===== src/common/clkgen_map.svh =====
// addresses, field positions, reset values and timing counts of the clock generator
`ifndef CLKGEN_MAP_SVH
`define CLKGEN_MAP_SVH

`define CPU_CLOCK_CONTROL_ADDR 16'hFFFB
`define OSC_MODE_SELECT_ADDR 16'hFFF9
`define CPU_CLOCK_CONTROL_RST 8'h04
`define CPU_CLOCK_CONTROL_WMASK 8'h0F
`define CPU_DIV_LSB 0
`define CPU_DIV_MSB 2
`define CLOCK_MODE_BIT 3
`define SCALER_BYPASS_BIT 0
`define SCALER_BYPASS_RST 1'b0
`define CPU_DIV_MAX 3'h4
`define CPU_DIV_SLOWEST 3'h4
`define SWITCH_DELAY_BASE 5'h10
`define OSCILLATOR_MODE_SELECT_STRETCH_CYC 2'h2
`define SCALER_W 8
`define CPU_CLKS_PER_INSTR 2

`endif


===== src/common/clkgen_pkg.sv =====
// types shared by the clock generator modules
package clkgen_pkg;

   typedef enum logic [2:0] {
      OSC_RUN = 3'h1,
      OSC_STOP = 3'h2,
      CPU_HALT = 3'h4
   } power_state_t;

   typedef logic [2:0] cpu_div_t;

endpackage


===== src/rtl/scaler_chain.sv =====
// binary scaler producing divided clock enables from the system clock enable
`timescale 1ns/1ps
`include "clkgen_map.svh"

module scaler_chain
   import clkgen_pkg::*;
(
   input wire logic clk_i,
   input wire logic rst_i,
   input wire logic ce_i,
   input wire logic sys_en_i,
   output logic [`SCALER_W-1:0] div_en_o
);

   logic [`SCALER_W-1:0] count_q;
   logic [`SCALER_W-1:0] count_d;

   assign count_d = count_q + {{(`SCALER_W-1){1'b0}}, 1'b1};

   always_ff @(posedge clk_i) begin
      if (rst_i) begin
         count_q <= '0;
      end else if (ce_i && sys_en_i) begin
         count_q <= count_d;
      end
   end

   // tap k pulses once every 2^k system clocks; all taps die with sys_en_i
   assign div_en_o[0] = sys_en_i;
   genvar k;
   generate
      for (k = 1; k < `SCALER_W; k = k + 1) begin : g_tap
         assign div_en_o[k] = sys_en_i & (&count_q[k-1:0]);
      end
   endgenerate

endmodule


===== src/rtl/system_clock_divider_control.sv =====
// clock generator: system clock scaler, cpu divider, standby and switchover
//
// Contract
// - oscillator stops on the full-standby instruction or a register stop request
// - reset loads the cpu clock control register with 04H, slowest division
// - divider codes 000 to 100 give system clock over 1,2,4,8,16
// - bypass bit 1 gives oscillator rate, 0 gives half of it
// - upper four control bits read zero and ignore writes
// - shortest instruction lasts two cpu clock periods
// - reset clears bypass bit; its readback is undefined
// - every mode select write stretches the system clock up to two periods
// - bypass change moves cpu and peripheral clocks, not the fixed clock
// - oscillator held stopped during reset pin low; comes up slowest
// - two standby states: oscillator stop and cpu-only halt
// - peripherals get scaler taps and stop with the system clock
// - divider change waits 16,8,4,2,1 instructions of the old setting
`timescale 1ns/1ps
`include "clkgen_map.svh"

module system_clock_divider_control
   import clkgen_pkg::*;
(
   input wire logic clk_i,
   input wire logic rst_i,
   input wire logic ce_i,
   input wire logic reset_pin_n_i,
   input wire logic [15:0] addr_i,
   input wire logic [7:0] wdata_i,
   input wire logic wr_i,
   input wire logic rd_i,
   output logic [7:0] rdata_o,
   input wire logic stop_instr_i,
   input wire logic halt_instr_i,
   input wire logic wake_i,
   output logic osc_run_o,
   output logic sys_clk_en_o,
   output logic cpu_clk_en_o,
   output logic instr_tick_o,
   output logic [`SCALER_W-1:0] periph_clk_en_o,
   output logic fixed_clk_en_o,
   output logic cpu_halted_o,
   output logic [2:0] cpu_div_o
);

   power_state_t state_q;
   power_state_t state_d;
   logic [3:0] ctrl_q;
   cpu_div_t cur_div_q;
   cpu_div_t new_div_q;
   logic switch_pend_q;
   logic [4:0] instr_cnt_q;
   logic bypass_q;
   logic bypass_pend_q;
   logic [1:0] stretch_q;
   logic half_q;
   logic phase_q;
   logic [7:0] rdata_q;

   // the external reset pin acts as a synchronous reset like rst_i
   wire reset_all = rst_i | ~reset_pin_n_i;
   wire ctrl_sel = (addr_i == `CPU_CLOCK_CONTROL_ADDR);
   wire mode_sel = (addr_i == `OSC_MODE_SELECT_ADDR);
   wire ctrl_wr = wr_i & ctrl_sel;
   wire mode_wr = wr_i & mode_sel;
   wire cpu_div_t wr_div = wdata_i[`CPU_DIV_MSB:`CPU_DIV_LSB];
   wire wr_div_legal = (wr_div <= `CPU_DIV_MAX);
   wire reg_stop = ctrl_wr & wdata_i[`CLOCK_MODE_BIT];
   wire stretching = (stretch_q != 2'h0);
   wire stretch_last = (stretch_q == 2'h1);
   wire osc_run = (state_q != OSC_STOP) & ~reset_all;
   wire cpu_run = (state_q == OSC_RUN) & ~reset_all;
   wire [`SCALER_W-1:0] div_en;
   wire sys_en;
   wire cpu_en;
   wire instr_tick;
   wire switch_now;
   wire [4:0] delay_load;

   // the system enable is held low through the stretch window
   assign sys_en = osc_run & ~stretching & (bypass_q | half_q);
   assign cpu_en = cpu_run & div_en[cur_div_q];
   assign instr_tick = cpu_en & phase_q;
   assign delay_load = `SWITCH_DELAY_BASE >> cur_div_q;
   // the divider only moves after a completed instruction, so no runt cpu pulse
   assign switch_now = switch_pend_q & instr_tick & (instr_cnt_q == 5'h01);

   scaler_chain u_scaler (
      .clk_i(clk_i),
      .rst_i(reset_all),
      .ce_i(ce_i),
      .sys_en_i(sys_en),
      .div_en_o(div_en)
   );

   always_comb begin
      state_d = state_q;
      unique case (state_q)
         OSC_RUN: begin
            if (stop_instr_i || reg_stop) begin
               state_d = OSC_STOP;
            end else if (halt_instr_i) begin
               state_d = CPU_HALT;
            end
         end
         OSC_STOP: begin
            if (wake_i) begin
               state_d = OSC_RUN;
            end
         end
         CPU_HALT: begin
            if (wake_i) begin
               state_d = OSC_RUN;
            end
         end
         default: begin
            state_d = OSC_RUN;
         end
      endcase
   end

   always_ff @(posedge clk_i) begin
      if (reset_all) begin
         state_q <= OSC_RUN;
      end else if (ce_i) begin
         state_q <= state_d;
      end
   end

   // control register: only the low nibble is storage
   always_ff @(posedge clk_i) begin
      if (reset_all) begin
         ctrl_q <= 4'(`CPU_CLOCK_CONTROL_RST);
      end else if (ce_i) begin
         if (ctrl_wr) begin
            ctrl_q <= 4'(wdata_i & `CPU_CLOCK_CONTROL_WMASK);
         end else if (state_q == OSC_STOP && wake_i) begin
            ctrl_q[`CLOCK_MODE_BIT] <= 1'b0;
         end
      end
   end

   // delayed divider switchover, counted in instructions of the old clock
   always_ff @(posedge clk_i) begin
      if (reset_all) begin
         cur_div_q <= `CPU_DIV_SLOWEST;
         new_div_q <= `CPU_DIV_SLOWEST;
         switch_pend_q <= 1'b0;
         instr_cnt_q <= 5'h00;
      end else if (ce_i) begin
         if (ctrl_wr && wr_div_legal) begin
            new_div_q <= wr_div;
            if (!switch_pend_q) begin
               switch_pend_q <= 1'b1;
               instr_cnt_q <= delay_load;
            end
         end else if (switch_now) begin
            cur_div_q <= new_div_q;
            switch_pend_q <= 1'b0;
         end else if (switch_pend_q && instr_tick) begin
            instr_cnt_q <= instr_cnt_q - 5'h01;
         end
      end
   end

   // oscillator mode select: bypass change applied when the stretch ends
   always_ff @(posedge clk_i) begin
      if (reset_all) begin
         bypass_q <= `SCALER_BYPASS_RST;
         bypass_pend_q <= `SCALER_BYPASS_RST;
         stretch_q <= 2'h0;
      end else if (ce_i) begin
         if (mode_wr) begin
            bypass_pend_q <= wdata_i[`SCALER_BYPASS_BIT];
            stretch_q <= `OSCILLATOR_MODE_SELECT_STRETCH_CYC;
         end else if (stretching) begin
            stretch_q <= stretch_q - 2'h1;
         end
         if (stretch_last && !mode_wr) begin
            bypass_q <= bypass_pend_q;
         end
      end
   end

   // free half-rate phase; the fixed clock ignores bypass and stretch
   always_ff @(posedge clk_i) begin
      if (reset_all) begin
         half_q <= 1'b0;
      end else if (ce_i && osc_run) begin
         half_q <= ~half_q;
      end
   end

   // two cpu clocks make one shortest instruction
   always_ff @(posedge clk_i) begin
      if (reset_all) begin
         phase_q <= 1'b0;
      end else if (ce_i && cpu_en) begin
         phase_q <= ~phase_q;
      end
   end

   // mode select readback is undefined, so it returns zero here
   always_ff @(posedge clk_i) begin
      if (reset_all) begin
         rdata_q <= 8'h00;
      end else if (ce_i && rd_i) begin
         rdata_q <= ctrl_sel ? {4'h0, ctrl_q} : 8'h00;
      end
   end

   assign rdata_o = rdata_q;
   assign osc_run_o = osc_run;
   assign sys_clk_en_o = sys_en & ce_i;
   assign cpu_clk_en_o = cpu_en & ce_i;
   assign instr_tick_o = instr_tick & ce_i;
   assign periph_clk_en_o = div_en & {`SCALER_W{ce_i}};
   assign fixed_clk_en_o = osc_run & half_q & ce_i;
   assign cpu_halted_o = ~cpu_run;
   assign cpu_div_o = cur_div_q;

endmodule


===== config.mk =====
export PLATFORM = sky130hd
export DESIGN_NAME = system_clock_divider_control
export DESIGN_NICKNAME = d
export VERILOG_FILES = /design/src/common/clkgen_pkg.sv /design/src/rtl/scaler_chain.sv /design/src/rtl/system_clock_divider_control.sv
export VERILOG_INCLUDE_DIRS = /design/src /design/src/common
export SDC_FILE = /design/constraint.sdc
export NUM_CORES = 1
export LEC_CHECK = 0
export ABC_AREA = 0
export BUFFER_PORTS_ARGS = -buffer_cell sky130_fd_sc_hd__buf_2
export CAP_MARGIN = 5
export CORE_ASPECT_RATIO = 1.75
export CORE_UTILIZATION = 30
export CTS_BUF_LIST = sky130_fd_sc_hd__clkbuf_4 sky130_fd_sc_hd__clkbuf_8
export CTS_CLUSTER_DIAMETER = 200
export DETAILED_ROUTE_END_ITERATION = 8
export MAX_ROUTING_LAYER = met4
export SYNTH_ARGS = -nofsm -noshare
export SYNTH_HDL_FRONTEND = slang
export SYNTH_HIERARCHICAL = 1
export SYNTH_SLANG_ARGS = --single-unit
export TNS_END_PERCENT = 20

===== constraint.sdc =====
create_clock -name clk_i -period 6.3 [get_ports clk_i]
set_input_delay 0.63 -clock clk_i [delete_from_list [all_inputs] [get_ports clk_i]]
set_output_delay 0.63 -clock clk_i [all_outputs]
set_load 0.02 [all_outputs]

==> results.cfg, run 1 <==
[synth]
synth_enable_flop_cells = 0
yosys.area_share.adder_pct = 4.64
synth_compound_area_share_pct = 15.1
seq_area_frac_synth_pct = 33.4
synth_cells = 266
synth_top_family_by_area = simple AND/OR/NAND/NOR gates
cell_types_with_the_highest_counts_after_synthesis = 36 x dfxtp_1, 28 x nor2_1, 24 x nand2_1, 16 x a21oi_1, 16 x and2_1
yosys_warnings = 6
area_contributors_post_synth = dfxtp_1 33%, mux2i_1 6.0%, nor2_1 4.9%
synth.lib_cells_used.distinct = 52
ys.flop_type = dfxtp_1
post_synthesis_share_of_cell_area_spent_on_and_or_nand_and_nor_gates_pct = 33.0
syn-mean-instance-area_um2 = 8.11
post-synth-top-area-cell = dfxtp_1
synth_seq_cells = 36
netlist.area_leader.share_pct = 33.4
synth.area.mux_share_pct = 6.03
syn-cell-area_mm2 = 0.00216
synthMostInstantiatedCell = dfxtp_1
synth_xor_xnor_area_share_pct = 2.03
async_flop_share_pct = 0

[detailed_routing]
count_of_antenna_violating_nets_left_after_detailed_routing = 0
detail_route.first_pass.iterations = 4
drt-initial-drc-count = 107
drt-wirelength-per-cell_um = 13.3
totalWireLength_um = 5280
drt_drc_violations_left = 0
num_vias = 2068
detail_route.vias_per_cell = 5.20

[pwr]
p_leak_nw = 1.07
power_density_mw_per_mm2 = 167
worst_ir_drop_vdd_uv = 95.4

[sta]
layout_worst_path_cycle_share_pct = 65.8
hold_viol_final = 0
setup_repair_after_global_routing_missed_its_margin = no
timing.max_slew.rel_slack_pct = 39.1
final_slew_violations = 0
finalSetupViolations = 0
worst_slew_pin_slew_ns = 0.912
period_minus_slack_ns = 4.15
clock_skew_ns = 0.0100
finalSetupTns_ns = 0
timing.fmax_ghz = 0.241

[critical_path]
crit_path_max_fanout = 12
critPathLaunch = rst_i
category_of_the_worst_setup_path_capture_point = primary output
worst_setup_slack_for_register_to_register_paths_ns = 3.40
r2r_cells = 14
worst-endpoint-required_ns = 5.67
timing.rr.end = cpu_div_o[2]$_SDFFE_PP1P_
critPathLaunchType = primary input
worst-setup-path-type = in -> out
r2r-start = stretch_q[0]$_SDFFE_PP0P_
worst_ep_arrival_time_ns = 3.52

[global_routing]
initial_antenna_violation_count = 0
globalRouteOverflowTotal = 0
grt_util_all_layers_pct = 15.6
grt_max_degree = 32
grt_pass1_vias = 2088
grt_pass1_wl_um = 8910

[floorplanning]
floorplan.initialDensity_pct = 31.2
floorplan.die_area_mm2 = 0.00755
die_w_um = 66.1
core_mm2 = 0.00691
chipHeight_um = 114
io_pins = 58
floorplan_row_count = 40

[cts]
cts.sinks = 36
holdBufCountCts = 0
clkSlewWorstSetupHoldPaths_ns = 0.07
cts_htree_levels = 2
cts_buffer_depth = 2
tritoncts.num_buffers = 5
root_buffer = clkbuf_8
tritoncts = built
cts_setup_buffers = 0
clk_latency_ns = 0.29
post_cts.resized_instances = 0

[placed_design]
io_buffer_count = 49
dp_hpwl_um = 4140
place_area_mm2 = 0.00245
gpl.final_weighted_congestion = 0.814

[outcome]
status = completed

[run]
max_capacitance_violation_count = 0

[finish]
insertedDiodeCount = 0
layout.cell_area.non_filler_mm2 = 0.00253
final_net_count = 355
layout_cell_share_with_drive_strength_beyond_1_pct = 21.7
area_growth_syn_to_layout_pct = 17.3

[worst_hold_path]
worst_min_delay_path_endpoint = new_div_q[0]$_SDFFE_PP0P_
worst_hold_depth = 2
min-delay-start = new_div_q[0]$_SDFFE_PP0P_
min_delay_path_class = reg -> reg
power by group:
part	total (mW)	internal [mW]	switching, mW	leakage [nW]
Combinational	0.0341	0.0122	0.0219	0.739
Clock	0.160	0.0795	0.0805	0.0445
Sequential	0.229	0.228	0.00113	0.290
stage by stage:
stage | utilization [%] | setup slack, ns | total power [mW] | std cells | hold WS (ns)
floorplan | - | 2.78 | 0.255 | 269 | 0.431
global placement | 35.5 | 2.14 | 0.269 | 391 | 0.445
detailed placement | 35.5 | 2.09 | 0.269 | 391 | 0.454
CTS | 36.6 | 2.09 | 0.430 | 398 | 0.463
global route | 36.6 | 1.83 | 0.444 | 398 | 0.486
finish | 36.6 | 2.15 | 0.424 | 398 | 0.459
routing by layer:
| metal | wire, µm | global-route usage, % | part of all wire [%] |
|---|---|---|---|
| met1 | 2030 | 15.0 | 38 |
| met5 | 0 | - | 0 |
| met3 | 144 | 2.19 | 2.7 |
| met2 | 2990 | 30.1 | 57 |
| met4 | 119 | 5.96 | 2.3 |
layout by cell type, fill, tap and decap left out, types with 3 or more instances in the layout:
cell | Yosys | routed
o21ai_0 | 12 | 12
o211ai_1 | 3 | 3
mux2i_1 | 13 | 13
buf_2 | 1 | 49
a21oi_1 | 16 | 16
inv_1 | 9 | 9
nand3_1 | 15 | 15
a22oi_1 | 6 | 6
or3_1 | 4 | 4
and3_1 | 8 | 8
conb_1 | 1 | 4
dfxtp_1 | 36 | 36
nor2b_1 | 3 | 3
nand2b_1 | 4 | 4
and2_1 | 16 | 16
nor3_1 | 4 | 4
nand2_1 | 24 | 24
nor2_1 | 28 | 28
xnor2_1 | 3 | 3
clkbuf_8 | 0 | 5
ha_1 | 8 | 8
nand4_1 | 4 | 4
worst max-delay path: stages:
cell and delay [ns]:
buf_2 0.09, nor2b_1 0.69, clkinv_1 0.22, a211oi_1 0.21, buf_4 0.21, and4_1 0.25
and3_1 0.20, and2_1 0.15, mux2i_1 0.08, nand3_1 0.14, and4_1 0.33, and2_1 0.15
buf_2 0.15
sequential cells by signal, summed over array words and instances, names as in the netlist:
register / cells
ctrl_q: 4
cpu_div_o: 3
new_div_q: 3
instr_cnt_q: 5
bypass_q: 1
rdata_o: 4
half_q: 1
u_scaler/count_q: 7
state_q: 3
switch_pend_q: 1
phase_q: 1
bypass_pend_q: 1
stretch_q: 2
cells by family after synthesis:
logic type               after synthesis
flip-flops                            36
other                                  1
XOR/XNOR                               5
AO/OA/AOI/OAI                         51
buffers and inverters                 23
multiplexers                          13
AND/OR/NAND/NOR                      129
adder cells (fa/ha/maj)                8
cell type report:
cell class	count	area [µm²]
clock buffer	6	76.3
clock inverter	1	5.00
fill	748	4380
inverter	10	37.5
multi-input combinational	210	1330
sequential	36	721
tap	84	105
timing repair buffer	51	260
worst max path at each step:
stage | slack (ns) | cells after the start | to
2_1_floorplan | 2.78 | 13 | instr_tick_o
3_3_place_gp | 2.14 | 13 | instr_tick_o
3_5_place_dp | 2.09 | 13 | instr_tick_o
4_1_cts | 2.09 | 13 | instr_tick_o
5_1_grt | 1.83 | 13 | instr_tick_o
6_report | 2.15 | 13 | instr_tick_o
Power figures use the tool's default switching activity.
==> inputs of run 2 (changes only) <==
clock period = 4.25 ns   (was 6.3 ns; I/O delays follow)
==> run 2 against run 1 <==
  * Sequential cell count is the same
  * Largest power group unchanged
  * Core utilization is 0.34 points higher
  * Critical path type is now reg -> out
  * Via count down 1.7%
  * Sequential share of layout area decreased by 0.26 points
==> results.cfg, run 2 (synthesis gave the netlist of run 1 again) <==
[placed_design]
io_buffer_count = 49
dp_hpwl_um = 4120
gpl.final_weighted_congestion = 0.815

[finish]
register_area_um2 = 721
final_common_cell = buf_2
area_growth_syn_to_layout_pct = 18.4
final_core_util_pct = 37.0
layout.filler_cells = 757
multi_input_area_mm2 = 0.00133
largest_registers = u_scaler/count_q: 7 flops, instr_cnt_q: 5 flops
largest_register_ff_count = 7
layout_cell_share_with_drive_strength_beyond_1_pct = 22.2
most-common-layout-cells = 49 x buf_2, 36 x dfxtp_1, 28 x nor2_1, 24 x nand2_1
final_net_count = 356
largest-register = u_scaler/count_q
insertedDiodeCount = 0

[floorplanning]
floorplan.die_area_mm2 = 0.00755
io_pins = 58
core_mm2 = 0.00691
floorplan.initialDensity_pct = 31.2
floorplan_row_count = 40
chipHeight_um = 114
die_w_um = 66.1

[cts]
root_buffer = clkbuf_8
cts_setup_buffers = 0
cts_htree_levels = 2
tritoncts.num_buffers = 5
cts_buffer_depth = 2
post_cts.resized_instances = 0
clkSlewWorstSetupHoldPaths_ns = 0.08
tritoncts = built
clk_latency_ns = 0.30
cts.sinks = 36
holdBufCountCts = 0

[sta]
setup_repair_after_global_routing_missed_its_margin = no
clock_skew_ns = 0.0109
timing.max_slew.rel_slack_pct = 53.7
layout_worst_path_cycle_share_pct = 78.2
hold_viol_final = 0
finalSetupTns_ns = 0
timing.fmax_ghz = 0.301
finalSetupViolations = 0
period_minus_slack_ns = 3.32
worst_slew_pin_slew_ns = 0.685
final_slew_violations = 0

[detailed_routing]
detail_route.vias_per_cell = 5.08
detail_route.first_pass.iterations = 5
drt_drc_violations_left = 0
count_of_antenna_violating_nets_left_after_detailed_routing = 0
totalWireLength_um = 5280
drt-wirelength-per-cell_um = 13.2
drt-initial-drc-count = 109
num_vias = 2032

[global_routing]
grt_pass1_wl_um = 8680
globalRouteOverflowTotal = 0
grt_pass1_vias = 1949
grt_max_degree = 32
initial_antenna_violation_count = 0
grt_util_all_layers_pct = 15.5

[worst_hold_path]
min-delay-start = wdata_i[2]
min_delay_path_class = in -> reg

[pwr]
power_density_mw_per_mm2 = 258
worst_ir_drop_vdd_uv = 190
p_leak_nw = 1.08

[outcome]
status = completed

[critical_path]
critPathLaunch = stretch_q[0]$_SDFFE_PP0P_
worst-endpoint-required_ns = 3.83
critPathLaunchType = flip-flop
r2r-start = stretch_q[0]$_SDFFE_PP0P_
category_of_the_worst_setup_path_capture_point = primary output
worst_ep_arrival_time_ns = 2.90
critical-path-slowest-cell = dfxtp_1
crit_path_max_incr_delay_ns = 0.33
worst-setup-path-type = reg -> out
cells_traversed_along_the_worst_timing_path = inv_1 -> ha_1 -> o21ai_0 -> a211oi_1 -> buf_4 -> and4_1 -> and3_1 -> and2_1 -> mux2i_1 -> nand3_1 -> and4_1 -> and2_1 -> buf_2
crit_path_max_fanout = 12

[run]
max_capacitance_violation_count = 0
==> run 2: layout make-up <==
class,instances,share of cell area [%]
clock buffer,7,3.53
clock inverter,1,0.294
inverter,10,1.47
multi-input combinational,210,51.9
sequential,36,28.2
tap,84,4.11
timing repair buffer,52,10.5
==> run 2: path summary, 6_finish.rpt <==
kind | endpoint | slack, ns | depth (start not counted)
max | instr_tick_o | 0.93 | 13
min | ctrl_q[2]$_SDFFE_PP1P_ | 0.39 | 3
max reg2reg | instr_cnt_q[2]$_SDFFE_PP0P_ | 1.40 | 14
min reg2reg | new_div_q[0]$_SDFFE_PP0P_ | 0.46 | 2
==> run 2: metrics by stage <==
step / hold slack, ns / power (mW) / worst slack, ns / cell area, µm² / std cells
final: 0.388 / 0.658 / 0.925 / 2550 / 400
after global routing: 0.408 / 0.691 / 0.608 / 2550 / 400
after global placement: 0.446 / 0.399 / 1.01 / 2460 / 392
after detailed placement: 0.453 / 0.400 / 1.01 / 2460 / 392
after floorplan: 0.431 / 0.377 / 1.14 / 2170 / 269
after CTS: 0.375 / 0.668 / 0.883 / 2550 / 400
==> run 2: per-layer routing <==
layer | wire length (µm) | share of wire, % | vias up | global-route usage [%]
met4 | 135 | 2.6 | 0 | 9.36
met2 | 2940 | 56 | 54 | 27.6
met3 | 201 | 3.8 | 8 | 3.19
met5 | 0 | 0 | - | -
met1 | 2010 | 38 | 933 | 14.9
li1 | - | - | 1037 | -
==> run 2: critical path: cells and delay by family, from the launching register on <==
family | cells | cell delay [ns]
AND/OR/NAND/NOR | 6 | 1.20
buffers and inverters | 3 | 0.42
adder cells (fa/ha/maj) | 1 | 0.21
AO/OA/AOI/OAI | 2 | 0.36
multiplexers | 1 | 0.08
flip-flops | 1 | 0.33
==> run 2: power breakdown <==
part           leakage (nW)  switching (mW)  total [mW]  internal [mW]
clock                0.0479           0.128       0.267          0.138
sequential            0.290         0.00165       0.340          0.338
combinational         0.744          0.0327      0.0513         0.0186
